===== src/pin_ctrl_pkg.sv =====
`default_nettype none
package pin_ctrl_pkg;

   // ------------------------------------------------------------
   // register offsets (byte addresses, one word each)
   // ------------------------------------------------------------
   localparam logic [3:0] OFF_P5_CTRL = 4'h0;
   localparam logic [3:0] OFF_P6_CTRL = 4'h4;
   localparam logic [3:0] OFF_P7_CTRL = 4'h8;
   localparam logic [3:0] OFF_P8_CTRL = 4'hC;

   // ------------------------------------------------------------
   // reset values
   // ------------------------------------------------------------
   localparam logic [7:0] RST_DIR  = 8'hFF;  // all pins high impedance
   localparam logic [7:0] RST_CTRL = 8'h00;
   localparam logic [7:0] RST_TONE = 8'hC0;  // keytone powered off
   localparam logic [7:0] RST_KS   = 8'hFF;  // no key seen

   // ------------------------------------------------------------
   // field positions
   // ------------------------------------------------------------
   localparam int B_P8L = 0;
   localparam int B_P8H = 1;
   localparam int B_P9L = 2;
   localparam int B_P9H = 3;
   localparam int B_CWP = 4;
   localparam int B_DAS = 4;
   localparam int B_TONE_SW = 5;
   localparam int B_DEN = 7;
   localparam int B_PB_SEG = 5;
   localparam int B_PCL = 6;
   localparam int B_PCH = 7;

   // ------------------------------------------------------------
   // timing
   // ------------------------------------------------------------
   localparam int CLK_NS        = 50;
   localparam int INSTR_NS      = 100;
   localparam int STROBE_CYCLES = (INSTR_NS + CLK_NS - 1) / CLK_NS;
   localparam int STROBE_SEGS   = 16;
   localparam logic [3:0] HALF_DIV32 = 4'hF;  // toggle count minus one
   localparam logic [3:0] HALF_DIV16 = 4'h7;
   localparam logic [3:0] HALF_DIV8  = 4'h3;
   localparam logic [1:0] KT_OFF     = 2'h3;

   localparam logic [1:0] RESP_OK  = 2'h0;
   localparam logic [1:0] RESP_DEC = 2'h3;

   // ------------------------------------------------------------
   // types
   // ------------------------------------------------------------
   typedef enum logic {IDLE, RUN} phase_t;
   typedef struct packed {logic [7:0] out; logic [7:0] oe;} pad_t;
   typedef struct packed {pad_t p6, p7, p8, p9, pb, pc;
                          logic [1:0] p5_out, p5_oe;} pads_t;
   typedef struct packed {logic [1:0] p5; logic [7:0] p6, p7, p8, p9, pb, pc;} gpio_t;
   typedef struct packed {logic [7:0] p9, pb, pc;} dir_t;

endpackage
`default_nettype wire


===== src/pin_ctrl.sv =====
// The placing of the registers and register access over Avalon-MM were decided locally.
`timescale 1ns/1ns
`default_nettype none
module pin_ctrl
   import pin_ctrl_pkg::*;
(
   input  wire logic        clk,
   input  wire logic        nrst,
   input  wire logic [3:0]  address,
   input  wire logic        read,
   input  wire logic        write,
   input  wire logic [31:0] writedata,
   output logic      [31:0] readdata,
   output logic      [1:0]  response,
   output logic             waitrequest,
   input  wire logic [1:0]  page_sel,
   input  wire logic        strobe_start,
   input  wire logic [3:0]  key_pins,
   input  wire logic        clk32k_pin,
   input  wire gpio_t       port_data,
   input  wire dir_t        port_dir,
   input  wire logic [79:48] seg_in,
   output pads_t            pads,
   output logic [15:0]      strobe_low,
   output logic             strobe_busy,
   output logic             strobe_done,
   output logic             key_tone,
   output logic [6:0]       dac_code,
   output logic             dac_enable,
   output logic [2:0]       dac_level,
   output logic             dac_pin_active,
   output logic [3:0]       lcd_bias_code,
   output logic [1:0]       lcd_drive_strength,
   output logic             call_waiting_power
);

   // ------------------------------------------------------------
   // state
   // ------------------------------------------------------------
   typedef struct packed {
      logic [7:0] p5c;   // port5 dir and pin switch
      logic [7:0] tone;  // tone, dac switch, bias
      logic [7:0] p6d;
      logic [7:0] dac;
      logic [7:0] psw;   // pin switch, lcd drive
      logic [7:0] p7d;
      logic [7:0] ks_lo;
      logic [7:0] p8d;
      logic [7:0] ks_hi;
      logic       ack;
      logic [7:0] rdata;
      logic [1:0] resp;
      logic [3:0] k_s1;
      logic [3:0] k_s2;
      logic       c_s1;
      logic       c_s2;
      logic       c_d;
      phase_t     ph;
      logic [3:0] seg;
      logic [1:0] cyc;
      logic       done;
      logic [3:0] tcnt;
      logic       tone_q;
      logic       chk_pend;  // slot waiting for its key verdict
      logic [3:0] chk_seg;
   } st_t;

   st_t s;
   st_t next_s;
   logic [15:0] ks_all;
   logic [3:0]  sel;
   logic        tick;

   // ------------------------------------------------------------
   // decoding helpers
   // ------------------------------------------------------------
   // index of register, 4'hF when unmapped
   function automatic logic [3:0] reg_sel(input logic [3:0] a, input logic [1:0] pg);
      logic [3:0] r;
      r = 4'hF;
      if (a == OFF_P5_CTRL && pg <= 2'h1) r = {3'h0, pg[0]};
      if (a == OFF_P6_CTRL && pg <= 2'h2) r = 4'h2 + {2'h0, pg};
      if (a == OFF_P7_CTRL && pg <= 2'h1) r = 4'h5 + {3'h0, pg[0]};
      if (a == OFF_P8_CTRL && pg <= 2'h1) r = 4'h7 + {3'h0, pg[0]};
      return r;
   endfunction

   // {oe,out} of a nibble shared with a segment group
   function automatic logic [7:0] nib(input logic sw, input logic [3:0] sg,
                                      input logic [3:0] d, input logic [3:0] dir);
      return sw ? {4'hF, sg} : {~dir, d};
   endfunction

   function automatic logic [3:0] half(input logic [1:0] kt);
      logic [3:0] h;
      h = HALF_DIV32;
      if (kt == 2'h1) h = HALF_DIV16;
      if (kt == 2'h2) h = HALF_DIV8;
      return h;
   endfunction

   assign sel    = reg_sel(address, page_sel);
   assign ks_all = {s.ks_hi, s.ks_lo};
   assign tick   = s.c_s2 & ~s.c_d;

   // ------------------------------------------------------------
   // next state
   // ------------------------------------------------------------
   always_comb begin
      logic [7:0] rv;
      logic [7:0] wd;
      rv = 8'h00;
      wd = writedata[7:0];
      next_s = s;
      next_s.done = 1'b0;
      next_s.chk_pend = 1'b0;
      next_s.k_s1 = key_pins;
      next_s.k_s2 = s.k_s1;
      next_s.c_s1 = clk32k_pin;
      next_s.c_s2 = s.c_s1;
      next_s.c_d  = s.c_s2;
      // bus: one wait cycle, answer on the second
      next_s.ack = (read | write) & ~s.ack;
      unique case (sel)
         4'h0: rv = s.p5c;
         4'h1: rv = s.tone;
         4'h2: rv = s.p6d;
         4'h3: rv = s.dac;
         4'h4: rv = s.psw;
         4'h5: rv = s.p7d;
         4'h6: rv = s.ks_lo;
         4'h7: rv = s.p8d;
         4'h8: rv = s.ks_hi;
         default: rv = 8'h00;
      endcase
      if ((read | write) && !s.ack) begin
         next_s.rdata = read ? rv : 8'h00;
         next_s.resp  = (sel == 4'hF) ? RESP_DEC : RESP_OK;
      end
      // register write at the answering edge
      if (write && s.ack) begin
         unique case (sel)
            4'h0: next_s.p5c   = wd;
            4'h1: next_s.tone  = wd;
            4'h2: next_s.p6d   = wd;
            4'h3: next_s.dac   = wd;
            4'h4: next_s.psw   = wd;
            4'h5: next_s.p7d   = wd;
            4'h6: next_s.ks_lo = wd;
            4'h7: next_s.p8d   = wd;
            4'h8: next_s.ks_hi = wd;
            default: ;
         endcase
      end
      // key strobe sequencer, one instruction per segment
      unique case (s.ph)
         IDLE: begin
            if (strobe_start) begin
               next_s.ph  = RUN;
               next_s.seg = 4'h0;
               next_s.cyc = 2'h0;
            end
         end
         RUN: begin
            next_s.cyc = s.cyc + 2'h1;
            if (s.cyc == 2'(STROBE_CYCLES - 1)) begin
               next_s.cyc = 2'h0;
               // slot over: its key rows reach the second flop next cycle
               next_s.chk_pend = 1'b1;
               next_s.chk_seg  = s.seg;
               next_s.seg = s.seg + 4'h1;
               if (s.seg == 4'(STROBE_SEGS - 1)) begin
                  next_s.ph   = IDLE;
                  next_s.done = 1'b1;
               end
            end
         end
      endcase
      // rows seen during the slot just ended: latch zero there,
      // placed after the register write so the hardware clear wins
      if (s.chk_pend && s.k_s2 != 4'hF) begin
         if (s.chk_seg[3]) begin
            next_s.ks_hi[s.chk_seg[2:0]] = 1'b0;
         end else begin
            next_s.ks_lo[s.chk_seg[2:0]] = 1'b0;
         end
      end
      // keytone divider on 32.768 kHz ticks
      if (s.tone[7:6] == KT_OFF) begin
         next_s.tcnt   = 4'h0;
         next_s.tone_q = 1'b0;
      end else if (tick) begin
         if (s.tcnt >= half(s.tone[7:6])) begin
            next_s.tcnt   = 4'h0;
            next_s.tone_q = ~s.tone_q;
         end else begin
            next_s.tcnt = s.tcnt + 4'h1;
         end
      end
   end

   // ------------------------------------------------------------
   // registers
   // ------------------------------------------------------------
   always_ff @(posedge clk or negedge nrst) begin
      if (!nrst) begin
         s       <= '0;
         s.p5c   <= RST_DIR & 8'h60;
         s.tone  <= RST_TONE;
         s.p6d   <= RST_DIR;
         s.dac   <= RST_CTRL;
         s.psw   <= RST_CTRL;
         s.p7d   <= RST_DIR;
         s.ks_lo <= RST_KS;
         s.p8d   <= RST_DIR;
         s.ks_hi <= RST_KS;
         s.k_s1  <= 4'hF;
         s.k_s2  <= 4'hF;
         s.ph    <= IDLE;
      end else begin
         s <= next_s;
      end
   end

   // ------------------------------------------------------------
   // bus answers
   // ------------------------------------------------------------
   assign waitrequest = (read | write) & ~s.ack;
   assign readdata    = {24'h000000, s.rdata};
   assign response    = s.resp;

   // ------------------------------------------------------------
   // pin routing
   // ------------------------------------------------------------
   always_comb begin
      pads = '0;
      pads.p5_out = port_data.p5;
      pads.p5_oe  = ~s.p5c[6:5];
      {pads.p8.oe[3:0], pads.p8.out[3:0]} =
         nib(s.p5c[B_P8L], seg_in[67:64], port_data.p8[3:0], s.p8d[3:0]);
      {pads.p8.oe[7:4], pads.p8.out[7:4]} =
         nib(s.p5c[B_P8H], seg_in[71:68], port_data.p8[7:4], s.p8d[7:4]);
      {pads.p9.oe[3:0], pads.p9.out[3:0]} =
         nib(s.p5c[B_P9L], seg_in[75:72], port_data.p9[3:0], port_dir.p9[3:0]);
      {pads.p9.oe[7:4], pads.p9.out[7:4]} =
         nib(s.p5c[B_P9H], seg_in[79:76], port_data.p9[7:4], port_dir.p9[7:4]);
      {pads.pb.oe[3:0], pads.pb.out[3:0]} =
         nib(s.psw[B_PB_SEG], seg_in[51:48], port_data.pb[3:0], port_dir.pb[3:0]);
      {pads.pb.oe[7:4], pads.pb.out[7:4]} =
         nib(s.psw[B_PB_SEG], seg_in[55:52], port_data.pb[7:4], port_dir.pb[7:4]);
      {pads.pc.oe[3:0], pads.pc.out[3:0]} =
         nib(s.psw[B_PCL], seg_in[59:56], port_data.pc[3:0], port_dir.pc[3:0]);
      {pads.pc.oe[7:4], pads.pc.out[7:4]} =
         nib(s.psw[B_PCH], seg_in[63:60], port_data.pc[7:4], port_dir.pc[7:4]);
      pads.p7.out = port_data.p7;
      pads.p7.oe  = ~s.p7d;
      pads.p6.out = port_data.p6;
      pads.p6.oe  = ~s.p6d;
      // analog dac output: digital driver released
      if (s.tone[B_DAS]) begin
         pads.p6.out[6] = 1'b0;
         pads.p6.oe[6]  = 1'b0;
      end
      if (s.tone[B_TONE_SW]) begin
         pads.p6.out[7] = s.tone_q;
         pads.p6.oe[7]  = 1'b1;
      end
   end

   // ------------------------------------------------------------
   // control outputs
   // ------------------------------------------------------------
   assign key_tone           = s.tone_q;
   assign dac_pin_active     = s.tone[B_DAS];
   assign dac_code           = s.dac[6:0];
   assign dac_enable         = s.dac[B_DEN];
   assign dac_level          = s.psw[2:0];
   assign lcd_drive_strength = s.psw[4:3];
   assign lcd_bias_code      = s.tone[3:0];
   assign call_waiting_power = s.p5c[B_CWP];
   assign strobe_busy        = (s.ph == RUN);
   assign strobe_low         = strobe_busy ? ~(16'h0001 << s.seg) : 16'hFFFF;
   assign strobe_done        = s.done;
endmodule
`default_nettype wire


===== config.mk =====
export PLATFORM = sky130hd
export DESIGN_NAME = pin_ctrl
export DESIGN_NICKNAME = d
export VERILOG_FILES = /design/src/pin_ctrl_pkg.sv /design/src/pin_ctrl.sv
export SDC_FILE = /design/constraint.sdc
export NUM_CORES = 1
export LEC_CHECK = 0
export ABC_CLOCK_PERIOD_IN_PS = 1800
export BUFFER_PORTS_ARGS = -buffer_cell sky130_fd_sc_hd__buf_2
export CAP_MARGIN = 40
export CORE_MARGIN = 4
export CORE_UTILIZATION = 42
export DETAILED_ROUTE_END_ITERATION = 12
export GPL_TIMING_DRIVEN = 0
export MAX_ROUTING_LAYER = met4
export PLACE_DENSITY = 0.81
export SETUP_SLACK_MARGIN = 0.1
export SYNTH_ARGS = -nofsm -noshare
export SYNTH_HDL_FRONTEND = slang
export SYNTH_SLANG_ARGS = --single-unit
export TNS_END_PERCENT = 20

===== constraint.sdc =====
create_clock -name clk -period 1.8 [get_ports clk]
set_input_delay 0.09 -clock clk [delete_from_list [all_inputs] [get_ports clk]]
set_output_delay 0.09 -clock clk [all_outputs]
set_load 0.03 [all_outputs]

Word-level counts from Yosys, hierarchy flattened
Cells that the tools add are included.
{"block": "word_totals", "input_bits": 154, "word_cells": 148, "output_inout_bits": 173, "regBits": 112}
{"block": "op_classes", "reduce_logical": 23, "n_eq_ne": 20, "mux": 46, "n_lt_le_gt_ge": 5, "shifts": 1, "n_addsub": 6, "bitwise_logic": 22}
{"op": "two-way mux 8 bit", "count": 17}
{"op": "one-hot mux 8 bit (9 select lines)", "count": 1}
{"op": "two-way mux 4 bit", "count": 9}
{"op": "inverter 4 bit", "count": 8}
{"op": "two-way mux 24 bit", "count": 1}
{"op": "inverter 8 bit", "count": 3}
{"op": "== test 4 x 3 -> 1 bit (second input constant)", "count": 5}
{"op": "== test 4 bit (second input constant)", "count": 5}
{"op": "two-way mux 5 bit", "count": 4}
{"op": "AND reduction 2 bit", "count": 10}
{"op": "AND 8 bit", "count": 2}
{"op": "two-way mux 16 bit", "count": 1}
{"op": "inverter 16 bit", "count": 1}
{"op": "<< shifter 1 x 4 -> 16 bit (first input constant)", "count": 1}
{"op": "one-hot mux 7 bit (2 select lines)", "count": 1}
{"op": "two-way mux 1 bit", "count": 9}
{"op": "adder 3 x 1 -> 4 bit (first input constant)", "count": 2}
{"op": "adder 4 x 1 -> 4 bit (second input constant)", "count": 2}
{"op": "== test 4 x 2 -> 1 bit (second input constant)", "count": 2}
{"op": "logical AND 1 bit", "count": 8}
{"op": "logical NOT 4 bit", "count": 2}
{"op": "two-way mux 7 bit", "count": 1}
{"op": "== test 2 x 1 -> 1 bit (second input constant)", "count": 2}
{"op": "== test 2 bit (second input constant)", "count": 2}
{"op": "19 further kinds", "count": 24}

Depth between registers and ports, before layout
Gate-level depths: netlist of the first run.
{"block": "logic_depth", "word_depth": 12, "depth_mapped": 9, "ltp_nobuf": 8}

Worst setup path after synthesis of the first run
OpenSTA, ideal clock, no wires.
{"block": "synth_path", "kind": "reg-to-reg", "startpoint": "reg s[102] (netlist name)", "endpoint": "reg s (netlist bit key_tone)", "path_stages_with_launch": 9, "path_buffers": 0, "required_time_ps": 1672, "path_slack_ps": -129, "synth_period_minus_slack_ps": 1929, "t_arrival_ps": 1801, "setup_ps": 128, "path_cell_list": "dfstp_2 inv_1 ha_1 ha_1 a21o_1 a211oi_1 nor3_1 a21oi_1 o21ai_0"}
{"block": "synth_via", "elab_chain_cells": 8, "word_cells_on_any_way": 12, "cone_classes": "order compare (1); eq/ne (3); mux (5); reduce/logical (3)"}
{"item": "start, declared", "line_no": "pin_ctrl.sv:68", "rtl": "st_t s;"}
{"item": "start signal, assigned", "line_no": "pin_ctrl.sv:221", "rtl": "s <= next_s;"}
{"item": "== test 2 x 1 -> 1 bit", "line_no": "pin_ctrl.sv:97", "rtl": "if (kt == 2'h1) h = HALF_DIV16;"}
{"item": "two-way mux 4 bit", "line_no": "pin_ctrl.sv:97"}
{"item": "two-way mux 4 bit", "line_no": "pin_ctrl.sv:98", "rtl": "if (kt == 2'h2) h = HALF_DIV8;"}
{"item": "two-way mux 4 bit", "line_no": "pin_ctrl.sv:192", "rtl": "end else if (tick) begin"}
{"item": "two-way mux 4 bit", "line_no": "pin_ctrl.sv:189", "rtl": "if (s.tone[7:6] == KT_OFF) begin"}
{"item": "greater-or-equal comparator 4 bit", "line_no": "pin_ctrl.sv:193", "rtl": "if (s.tcnt >= half(s.tone[7:6])) begin"}
{"item": "nonzero test 2 bit (no source line)"}
{"item": "AND reduction 2 bit (no source line)"}
Parallel ways exist; a longest one is shown, timed or not. The select of a mux whose other input is x is not followed.
A chain may end at the register's enable or synchronous reset.

Worst setup path after layout of the first run
{"block": "layout_path", "startpoint": "reg s[102] (netlist name)", "endpoint": "reg s[8] (netlist name)"}
{"block": "layout_via", "elab_chain_cells": 9, "word_cells_on_any_way": 12, "cone_classes": "order compare (1); eq/ne (3); mux (7); reduce/logical (1)"}
{"item": "== test 2 x 1 -> 1 bit", "line_no": "pin_ctrl.sv:97"}
{"item": "two-way mux 4 bit", "line_no": "pin_ctrl.sv:97"}
{"item": "two-way mux 4 bit", "line_no": "pin_ctrl.sv:98"}
{"item": "two-way mux 4 bit", "line_no": "pin_ctrl.sv:192"}
{"item": "two-way mux 4 bit", "line_no": "pin_ctrl.sv:189"}
{"item": "greater-or-equal comparator 4 bit", "line_no": "pin_ctrl.sv:193"}
{"item": "two-way mux 4 bit", "line_no": "pin_ctrl.sv:193"}
{"item": "two-way mux 5 bit", "line_no": "pin_ctrl.sv:192"}
{"item": "two-way mux 5 bit", "line_no": "pin_ctrl.sv:189"}
Parallel ways exist; a longest one is shown, timed or not. The select of a mux whose other input is x is not followed.

==> metrics, run 1 <==
Post-synth EDFFs 0; GRT Util Overall between 20% and 30%; via count 5522; # clock sinks 111; RSZ-0062 raised after global routing true; final wirelength between 15 and 20 mm; largest area contributor in the netlist dfrtp_1; fin. max-slew vios 0; fin util 56.36%; Slew headroom between 50% and 60%; XOR/XNOR Fraction of Synth Area 0%; failing checks setup timing; die footprint roughly 17000 um^2; via density per instance around 5.0; H-tree levels 3; CTS tree yes; maximum vdd drop 923.3 uV; sequential cell area fraction in the yosys report between 40 and 50%; Placer Congestion 0.8695; root buf cell clkbuf_16; Data required, critical path around 2.1 ns; DR pass1 iterations 5; nets@finish between 1000 and 1500; Static Leakage ~4.4 nW; Worst setup SP type flip-flop; die height around 130 um; largest net degree at the start of global routing between 60 and 70; Power Dens Cells around 950 nW/um^2; Worst Setup SP s[102]$_DFFE_PN1P_; Syn Std Cell Area around 6400 um^2; Core Box Area 15150 um^2; most frequent cells in the layout buf_2 (254), buf_4 (73), mux2_2 (71); Critical Path Sink Type flip-flop; row cnt 45; largest family of logic cells by synthesized area multiplexers; number of distinct library cells after synthesis 51; Slew @ Worst Pin about 0.65 ns; first-pass GRT wire length 29.87 mm; vias in the first global route roughly 5500; critical-path cell list inv_2 -> ha_4 -> ha_4 -> a21o_1 -> a211o_1 -> o21bai_1 -> a22o_1; Final setup viols 2; CP dominant cell by count ha_4; final antenna-violating net count 0; clock skew about 0.012 ns; Starting Density 42.56%; Worst Path Arrival ~2.1 ns; post-synthesis mux area share 15.51%; DRT iter0 DRCs about 330; Seq cells post-synth 111; synth top area cells dfrtp_1 (23%), dfstp_2 (21%), mux2_2 (12%); hold path start writedata[7]; total CTS buffers 9; post-layout min period roughly 1.8 ns; run status complete, but fails checks; antenna violations before repair 2; critical path class flip-flop to flip-flop; post-DP HPWL approximately 15 mm; gr ovfl total 0; Synth Area in Adders under 10%; final hold vios 0; Synthesis Warnings 0; most common cell after layout, fill and taps aside buf_2; clock buffer depth 2; asr flop ratio synth 100.0%; Critical R2R Launch s[102]$_DFFE_PN1P_; slowest CP cell dfstp_2; PortBufs 252; per-cell routed wire length around 18 um; fmax 548.4 MHz; post-synthesis average cell area roughly 11 um^2; setup TNS -0.02728 ns; die width 131.9 um; compound-gate portion of the synthesized area roughly a tenth; worst-path maximum fanout 3; layout cells sized above 1 ~56%; CP max stage delay between 0.5 and 0.6 ns; Top Ports 327; final worst setup slack -0.02360 ns; DRC errors left 0; Mapped Cells 610; Clock Latency Late Sink around 0.36 ns; Hold/Removal Path Class input pin to flip-flop; synth-to-layout area growth 32.41%; post-synth top area share between 20% and 30%; final period utilization 101.3%; MaxCap Viol Count 0; CTS clk-pin slew, worst paths 0.08 ns; main flop type after synthesis dfrtp_1; simple-gate share of the synthesized area 15.41%
Yosys cell counts, types with 16 or more instances:
library cell / number
a21oi_1: 16
a22oi_1: 23
buf_4: 69
clkbuf_1: 21
dfrtp_1: 59
dfstp_2: 52
inv_1: 26
mux2_2: 71
mux2i_1: 20
nand2_1: 55
nand2b_1: 37
o21ai_0: 27
power by group:
group          total, mW  leakage, nW  switching (mW)  internal (mW)
registers           3.21         1.32           0.297           2.91
clock network       2.14        0.156            1.01           1.13
logic               2.77         2.91            1.78          0.989
critical path: cells and delay by family (launching register included):
| family | cells | cell delay, ns |
|---|---|---|
| AOI/OAI and AO/OA | 4 | 0.81 |
| buffers and inverters | 1 | 0.05 |
| DFF | 1 | 0.56 |
| adders and majority gates | 2 | 0.36 |
worst paths after layout:
| path | endpoint | slack [ns] | cells past startpoint |
|---|---|---|---|
| worst max-delay path | s[8]$_DFFE_PN0P_ | -0.02 | 7 |
| worst min-delay path | s[103]$_DFFE_PN1P_ | 0.04 | 3 |
| worst max register to register | s[8]$_DFFE_PN0P_ | -0.02 | 7 |
| worst min register to register | s[23]$_DFF_PN1_ | 0.36 | 0 |
| max in group asynchronous | s[109]$_DFFE_PN1P_ | 0.74 | 3 |
| min in group asynchronous | strobe_busy$_DFF_PN0_ | 0.28 | 2 |
through the flow:
step | cells | setup slack, ns | power, mW | hold WS, ns | area (um^2)
finish | 1097 | -0.02360 | 8.122 | 0.04170 | 8536
global route | 1097 | -0.08894 | 8.557 | 0.05675 | 8536
CTS | 1097 | -0.05720 | 8.140 | 0.02864 | 8512
detailed placement | 1074 | -0.06511 | 5.955 | 0.1286 | 8102
global placement | 1073 | -0.5847 | 5.875 | 0.1950 | 8071
floorplan | 633 | 0.05122 | 5.116 | -0.2056 | 6575
repair_timing:
| item | in CTS | in global routing |
|---|---|---|
| buffers inserted | 3 | 0 |
| pin swaps | 8 | 4 |
| resized for setup | 4 | 15 |
| endpoints found under the hold margin | 24 | 0 |
| setup endpoints to repair | 70 | 54 |
| hold buffers | 7 | 0 |
cell families (layout without fill, tap and decap cells):
kind of cell	after synthesis	in the layout
buffers and inverters	129	403
AO/OA/AOI/OAI	102	102
flip-flops	111	111
other	1	26
multiplexers	91	91
adder cells (fa/ha/maj)	11	11
AND/OR/NAND/NOR	165	165
final cells by class:
type                       count  area [um^2]
antenna                        2        5.005
fill                        1336         6610
buffer                        98        693.2
multi-input combinational    393         2949
tap                          188        235.2
timing repair buffer         263         1386
sequential                   111         2845
clock buffer                   9        225.2
inverter                      26        97.59
clock inverter                 7        98.84
sequential cells by signal, indices dropped and copies added (netlist names):
register	cells
dac_pin_active	1
readdata	8
strobe_done	1
dac_enable	1
call_waiting_power	1
lcd_bias_code	4
dac_level	3
ks_all	16
strobe_busy	1
lcd_drive_strength	2
next_s	6
dac_code	7
key_tone	1
s	58
response	1
metal layers:
metal  vias up  track usage, %  wire length [um]
met5         -               -                 0
met4         0           6.301               494
met3        30           5.458              1343
met2       234           40.19             10370
met1      2653           24.13              7128
li1       2605               -                 -
(Power assumes the default switching activity.)
==> run 2, diff against run 1 <==
--- a/config.mk
+++ b/config.mk
@@ -8,6 +8,7 @@
 export ABC_CLOCK_PERIOD_IN_PS = 1800
 export BUFFER_PORTS_ARGS = -buffer_cell sky130_fd_sc_hd__buf_2
 export CAP_MARGIN = 40
+export CORE_ASPECT_RATIO = 1.1
 export CORE_MARGIN = 4
 export CORE_UTILIZATION = 42
 export DETAILED_ROUTE_END_ITERATION = 12
==> run 2 against run 1 <==
Compared with the run above:
- the run still ends with setup timing left
- maximum frequency decreased by 0.95%
- worst setup slack got worse by 0.017 ns
- clock skew fell by 0.0023 ns
- total power is 2.7% lower
- critical path type unchanged
- die area about the same
- worst hold slack gained 0.020 ns
- non-clock buffer count grew 1
- sequential share of layout area grew 0.069 points
- largest power group unchanged
- cell count rose by 0.64%
- clock power fell by 9.8%
- sequential power hardly changed
- via count shrank 1.2%
==> metrics, run 2 (synthesis gave the netlist of run 1 again) <==
run status complete, but fails checks; failing checks setup timing; Static Leakage approximately 4.4 nW; post-DP HPWL approximately 15 mm; die width between 100 and 150 um; Place WS -0.1057 ns; row cnt 47; H-tree levels 3; clock buffer depth 2; Starting Density roughly 43%; vias in the first global route 5272; CP max stage delay about 0.55 ns; most common cell after layout, fill and taps aside buf_2; Final setup viols 3; clock skew between 0.009 and 0.01 ns; worst-path maximum fanout 3; per-cell routed wire length between 15 and 20 um; CTS tree yes; nets@finish approximately 1100; DR pass1 iterations 4; total CTS buffers 9; Top Ports about 330; post-layout min period approximately 1.8 ns; Hold/Removal Path Class input pin to flip-flop; final hold vios 0; Final Instance Area between 8000 and 9000 um^2; Clock Latency Late Sink between 0.3 and 0.4 ns; MaxCap Viol Count 0; Slew headroom between 40% and 50%; via count around 5500; PortBufs 252; DP Area about 8100 um^2; Worst setup SP type flip-flop; Core Box Area 15050 um^2; Critical Path Sink Type flip-flop; antenna violations before repair 0; final worst setup slack -0.04105 ns; buffers and inverters on the worst path 3; Biggest register s; most frequent cells in the layout buf_2 (255), buf_4 (72), mux2_2 (71); DRC errors left 0; DRT iter0 DRCs ~240; Data required, critical path 2.09 ns; gr ovfl total 0; critical path class flip-flop to flip-flop; largest net degree at the start of global routing 64; Antenna Cells 0; synth-to-layout area growth 32.14%; final antenna-violating net count 0; first-pass GRT wire length approximately 28 mm; root buf cell clkbuf_16; Worst Path Arrival 2.13 ns; final period utilization 102.3%; via density per instance 4.939; maximum vdd drop approximately 970 uV; fin. max-slew vios 0; layout cells sized above 1 between 50% and 60%; fin util ~57%; max reg flops 58; Slew @ Worst Pin between 0.8 and 0.9 ns; Power Dens Cells 927.9 nW/um^2; CP top delay family flip-flops; critical-path cell list inv_2 -> ha_4 -> inv_2 -> ha_4 -> a211oi_4 -> buf_4 -> nand2_2 -> o21ai_1; CTS clk-pin slew, worst paths ~0.08 ns; fmax about 540 MHz; # clock sinks ~110; slowest CP cell dfstp_2; GRT Util Overall a little over a fifth; die footprint 17400 um^2; die height approximately 140 um; final wirelength 18.58 mm; worst hold margin slightly above 0.06 ns; RSZ-0062 raised after global routing true; Placer Congestion approximately 0.9
## run 2: cell types whose count changed in the layout (fill, tap and decap cells not counted), sizes merged
cell	change
clkbuf	+4
diode	-2
inv	-2
bufinv	-1
clkinv	+1
clkinvlp	-1
## run 2: worst paths after layout
check	startpoint	to	slack, ns	cells past startpoint
worst max-delay path	s[102]$_DFFE_PN1P_	s[7]$_DFFE_PN0P_	-0.04	8
worst min-delay path	writedata[7]	s[71]$_DFFE_PN1P_	0.06	3
worst max register to register	s[102]$_DFFE_PN1P_	s[7]$_DFFE_PN0P_	-0.04	8
worst min register to register	next_s[23]$_DFF_PN1_	s[23]$_DFF_PN1_	0.36	0
max in group asynchronous	nrst	ks_all[10]$_DFF_PN1_	0.66	3
min in group asynchronous	nrst	strobe_busy$_DFF_PN0_	0.36	2
## run 2: power breakdown
part	switching, mW	leakage (nW)	total (mW)	internal [mW]
Sequential	0.294	1.32	3.21	2.91
Clock	0.928	0.139	1.93	0.999
Combinational	1.78	2.91	2.77	0.992
## run 2: what timing repair did
action,4_1_cts,5_1_grt
cloned,0,0
pin swaps,6,5
buffers inserted,2,0
gates resized for setup,12,12
endpoints found under the setup margin,68,19
hold buffers,7,0
endpoints found under the hold margin,38,0
## run 2: worst reg2reg max path, delay by kind of cell, from the launching register on
| kind | cells | cell delay, ns |
|---|---|---|
| buf+inv | 3 | 0.26 |
| compound gates | 2 | 0.41 |
| fa+ha+maj | 2 | 0.50 |
| simple gates | 1 | 0.04 |
| flops | 1 | 0.55 |
## run 2: cell type report
| type | instances | area [um^2] |
|---|---|---|
| Timing Repair Buffer | 262 | 1379 |
| Sequential cell | 111 | 2845 |
| Clock buffer | 12 | 246.5 |
| Buffer | 100 | 703.2 |
| Inverter | 26 | 97.59 |
| Multi-Input combinational cell | 393 | 2964 |
| Tap cell | 196 | 245.2 |
| Fill cell | 1317 | 6536 |
| Clock inverter | 4 | 37.54 |
## run 2: layer usage
metal	wire (um)	track usage (%)	vias up
met5	0	-	-
met4	301	5.006	0
met3	1226	4.391	18
met2	10070	38.91	205
met1	6978	23.79	2621
li1	-	-	2609
## run 2: stage by stage
step           cells  power [mW]  setup TNS [ns]
4_1_cts         1104       7.910        -0.05087
5_1_grt         1104       8.353         -0.3548
3_5_place_dp    1082       5.933          -2.273
2_1_floorplan    633       5.116               0
6_report        1104       7.904        -0.07253
3_3_place_gp    1081       5.859          -34.95
==> run 3, diff against run 2 <==
--- a/config.mk
+++ b/config.mk
@@ -5,16 +5,16 @@
 export SDC_FILE = /design/constraint.sdc
 export NUM_CORES = 1
 export LEC_CHECK = 0
-export ABC_CLOCK_PERIOD_IN_PS = 1800
+export ABC_CLOCK_PERIOD_IN_PS = 1710
 export BUFFER_PORTS_ARGS = -buffer_cell sky130_fd_sc_hd__buf_2
 export CAP_MARGIN = 40
 export CORE_ASPECT_RATIO = 1.1
 export CORE_MARGIN = 4
-export CORE_UTILIZATION = 42
+export CORE_UTILIZATION = 45
 export DETAILED_ROUTE_END_ITERATION = 12
 export GPL_TIMING_DRIVEN = 0
 export MAX_ROUTING_LAYER = met4
-export PLACE_DENSITY = 0.81
+export PLACE_DENSITY = 0.82
 export SETUP_SLACK_MARGIN = 0.1
 export SYNTH_ARGS = -nofsm -noshare
 export SYNTH_HDL_FRONTEND = slang
==> constraint.sdc (replaced) <==
create_clock -name clk -period 1.71 [get_ports clk]
set_input_delay 0.0855 -clock clk [delete_from_list [all_inputs] [get_ports clk]]
set_output_delay 0.0855 -clock clk [all_outputs]
set_load 0.03 [all_outputs]
==> run 3 against run 2 <==
Compared with the run above:
- the run still ends with setup timing left
- via count rose by 2.1%
- largest power group unchanged
- routed wire length rose by 0.43%
- count of clock-buffer cells in the layout fell by 2
- core utilization rose by 5.3 points
- sequential power rose by 5%
- sequential share of layout area fell by 0.28 points
- cell count fell by 0.36%
- total power rose by 6.0%
- clock power rose by 4%
- maximum frequency rose by 2.6%
==> metrics, run 3 (synthesis gave the netlist of run 1 again) <==
clock buffer depth 2; maximum vdd drop 915.1 uV; DRC errors left 0; H-tree levels 3; failing checks setup timing; row cnt 45; per-cell routed wire length ~17 um; Flop pwr share between 40% and 50%; final worst setup slack -0.08413 ns; synth-to-layout area growth 33.50%; PortBufs around 250; total CTS buffers 9; first-pass GRT wire length around 29 mm; Final Instance Area between 8000 and 9000 um^2; setup TNS -0.2620 ns; Starting Density around 46%; fin util 61.88%; Internal Power ~5.2 mW; fmax 557.4 MHz; Place WS -0.1900 ns; root buf cell clkbuf_16; Top Ports about 330; GRT Util Overall between 20% and 30%; critical path class flip-flop to flip-flop; DP Area ~8000 um^2; FILL cells approximately 1200; Critical Path Sink Type flip-flop; vias in the first global route ~5500; Static Leakage 4.403 nW; via count 5568; # clock sinks 111; die height roughly 130 um; Final setup viols 4; Power Dens Cells a little under 1000 nW/um^2; Worst setup SP type flip-flop; die footprint roughly 16000 um^2; final wirelength between 15 and 20 mm; DRT iter0 DRCs ~330; worst hold margin between 0.05 and 0.06 ns; Data required, critical path between 1.5 and 2 ns; Core Box Area 13910 um^2; run status complete, but fails checks; DR pass1 iterations 4; most frequent cells in the layout buf_2 (249), buf_4 (78), mux2_2 (70); final hold vios 0; fin. max-slew vios 0; largest net degree at the start of global routing 47; Clock power frac a little under a quarter; Comb pwr share a little over a third; total power between 8 and 9 mW; most common cell after layout, fill and taps aside buf_2; post-DP HPWL 14.41 mm; clock skew about 0.0099 ns; P_sw between 3 and 4 mW; worst-path maximum fanout 3; Switching Share a little under two fifths; CTS tree yes; Clock Latency Late Sink between 0.3 and 0.4 ns; Placer Congestion 0.8888; antenna violations before repair 1; final period utilization 104.9%; Slew @ Worst Pin just over 0.6 ns; Slew headroom 58.93%; max reg flops 58; CTS clk-pin slew, worst paths 0.08 ns; Worst Path Arrival 2.04 ns; Biggest register s; gr ovfl total 0; via density per instance between 5 and 6; MaxCap Viol Count 0; final antenna-violating net count 0; post-layout min period 1.794 ns; Hold/Removal Path Class input pin to flip-flop; RSZ-0062 raised after global routing true; layout cells sized above 1 between 50 and 60%; nets@finish 1071; Post-Place Cells 1075; Final Non-Filler Cells between 1000 and 1500; die width between 100 and 150 um
run 3: cell count changes in the layout (fill, tap and decap cells not counted), sizes merged:
cell,delta
buf,+4
clkbuf,-3
inv,-1
clkinv,+2
clkinvlp,+1
diode,+1
run 3: worst paths after layout:
check / startpoint / end / slack [ns] / depth (start not counted)
worst max-delay path: s[102]$_DFFE_PN1P_ / key_tone$_DFFE_PN0P_ / -0.08 / 8
worst min-delay path: writedata[7] / s[103]$_DFFE_PN1P_ / 0.06 / 3
worst max register to register: s[102]$_DFFE_PN1P_ / key_tone$_DFFE_PN0P_ / -0.08 / 8
worst min register to register: next_s[19]$_DFF_PN0_ / next_s[18]$_DFF_PN0_ / 0.36 / 0
max in group asynchronous: nrst / ks_all[13]$_DFF_PN1_ / 0.64 / 4
min in group asynchronous: nrst / strobe_busy$_DFF_PN0_ / 0.20 / 2
run 3: layer usage:
layer	up-vias	share of wire (%)	GRT usage (%)	routed length (um)
met5	-	0	-	0
met4	0	2.2	7.281	414
met3	32	7.5	4.204	1406
met2	240	52	40.29	9793
met1	2679	38	26.05	7045
li1	2617	-	-	-
run 3: timing repair:
action | in CTS | in global routing
hold buffers | 7 | 0
resized for setup | 20 | 22
gates cloned | 0 | 0
setup buffers | 4 | 0
endpoints found under the setup margin | 86 | 27
pin swaps | 6 | 3
hold endpoints to repair | 33 | 0
run 3: layout make-up:
cell class                 instances  area [um^2]  area share, %
multi-input combinational        393         2974          34.56
sequential                       111         2850          33.12
timing repair buffer             265         1430          16.62
buffer                           100        733.2          8.520
clock buffer                      10        239.0          2.777
tap                              188        235.2          2.733
inverter                          26        97.59          1.134
clock inverter                     6        43.79         0.5089
antenna                            1        2.502        0.02908
run 3: power by group through the flow:
stage	clock (mW)	combinational, mW	sequential (mW)
2_1_floorplan	0	2.07	3.32
3_3_place_gp	0	2.80	3.36
3_5_place_dp	0	2.87	3.39
4_1_cts	2.05	2.94	3.36
5_1_grt	2.17	3.23	3.43
6_report	2.01	2.98	3.38
run 3: worst max-delay path, stage by stage (launching register included):
cell	delay, ns
dfstp_2	0.54
inv_2	0.05
ha_4	0.16
ha_4	0.20
a21o_1	0.19
a211oi_4	0.27
nor3_1	0.09
a21oi_1	0.12
o21ai_1	0.07
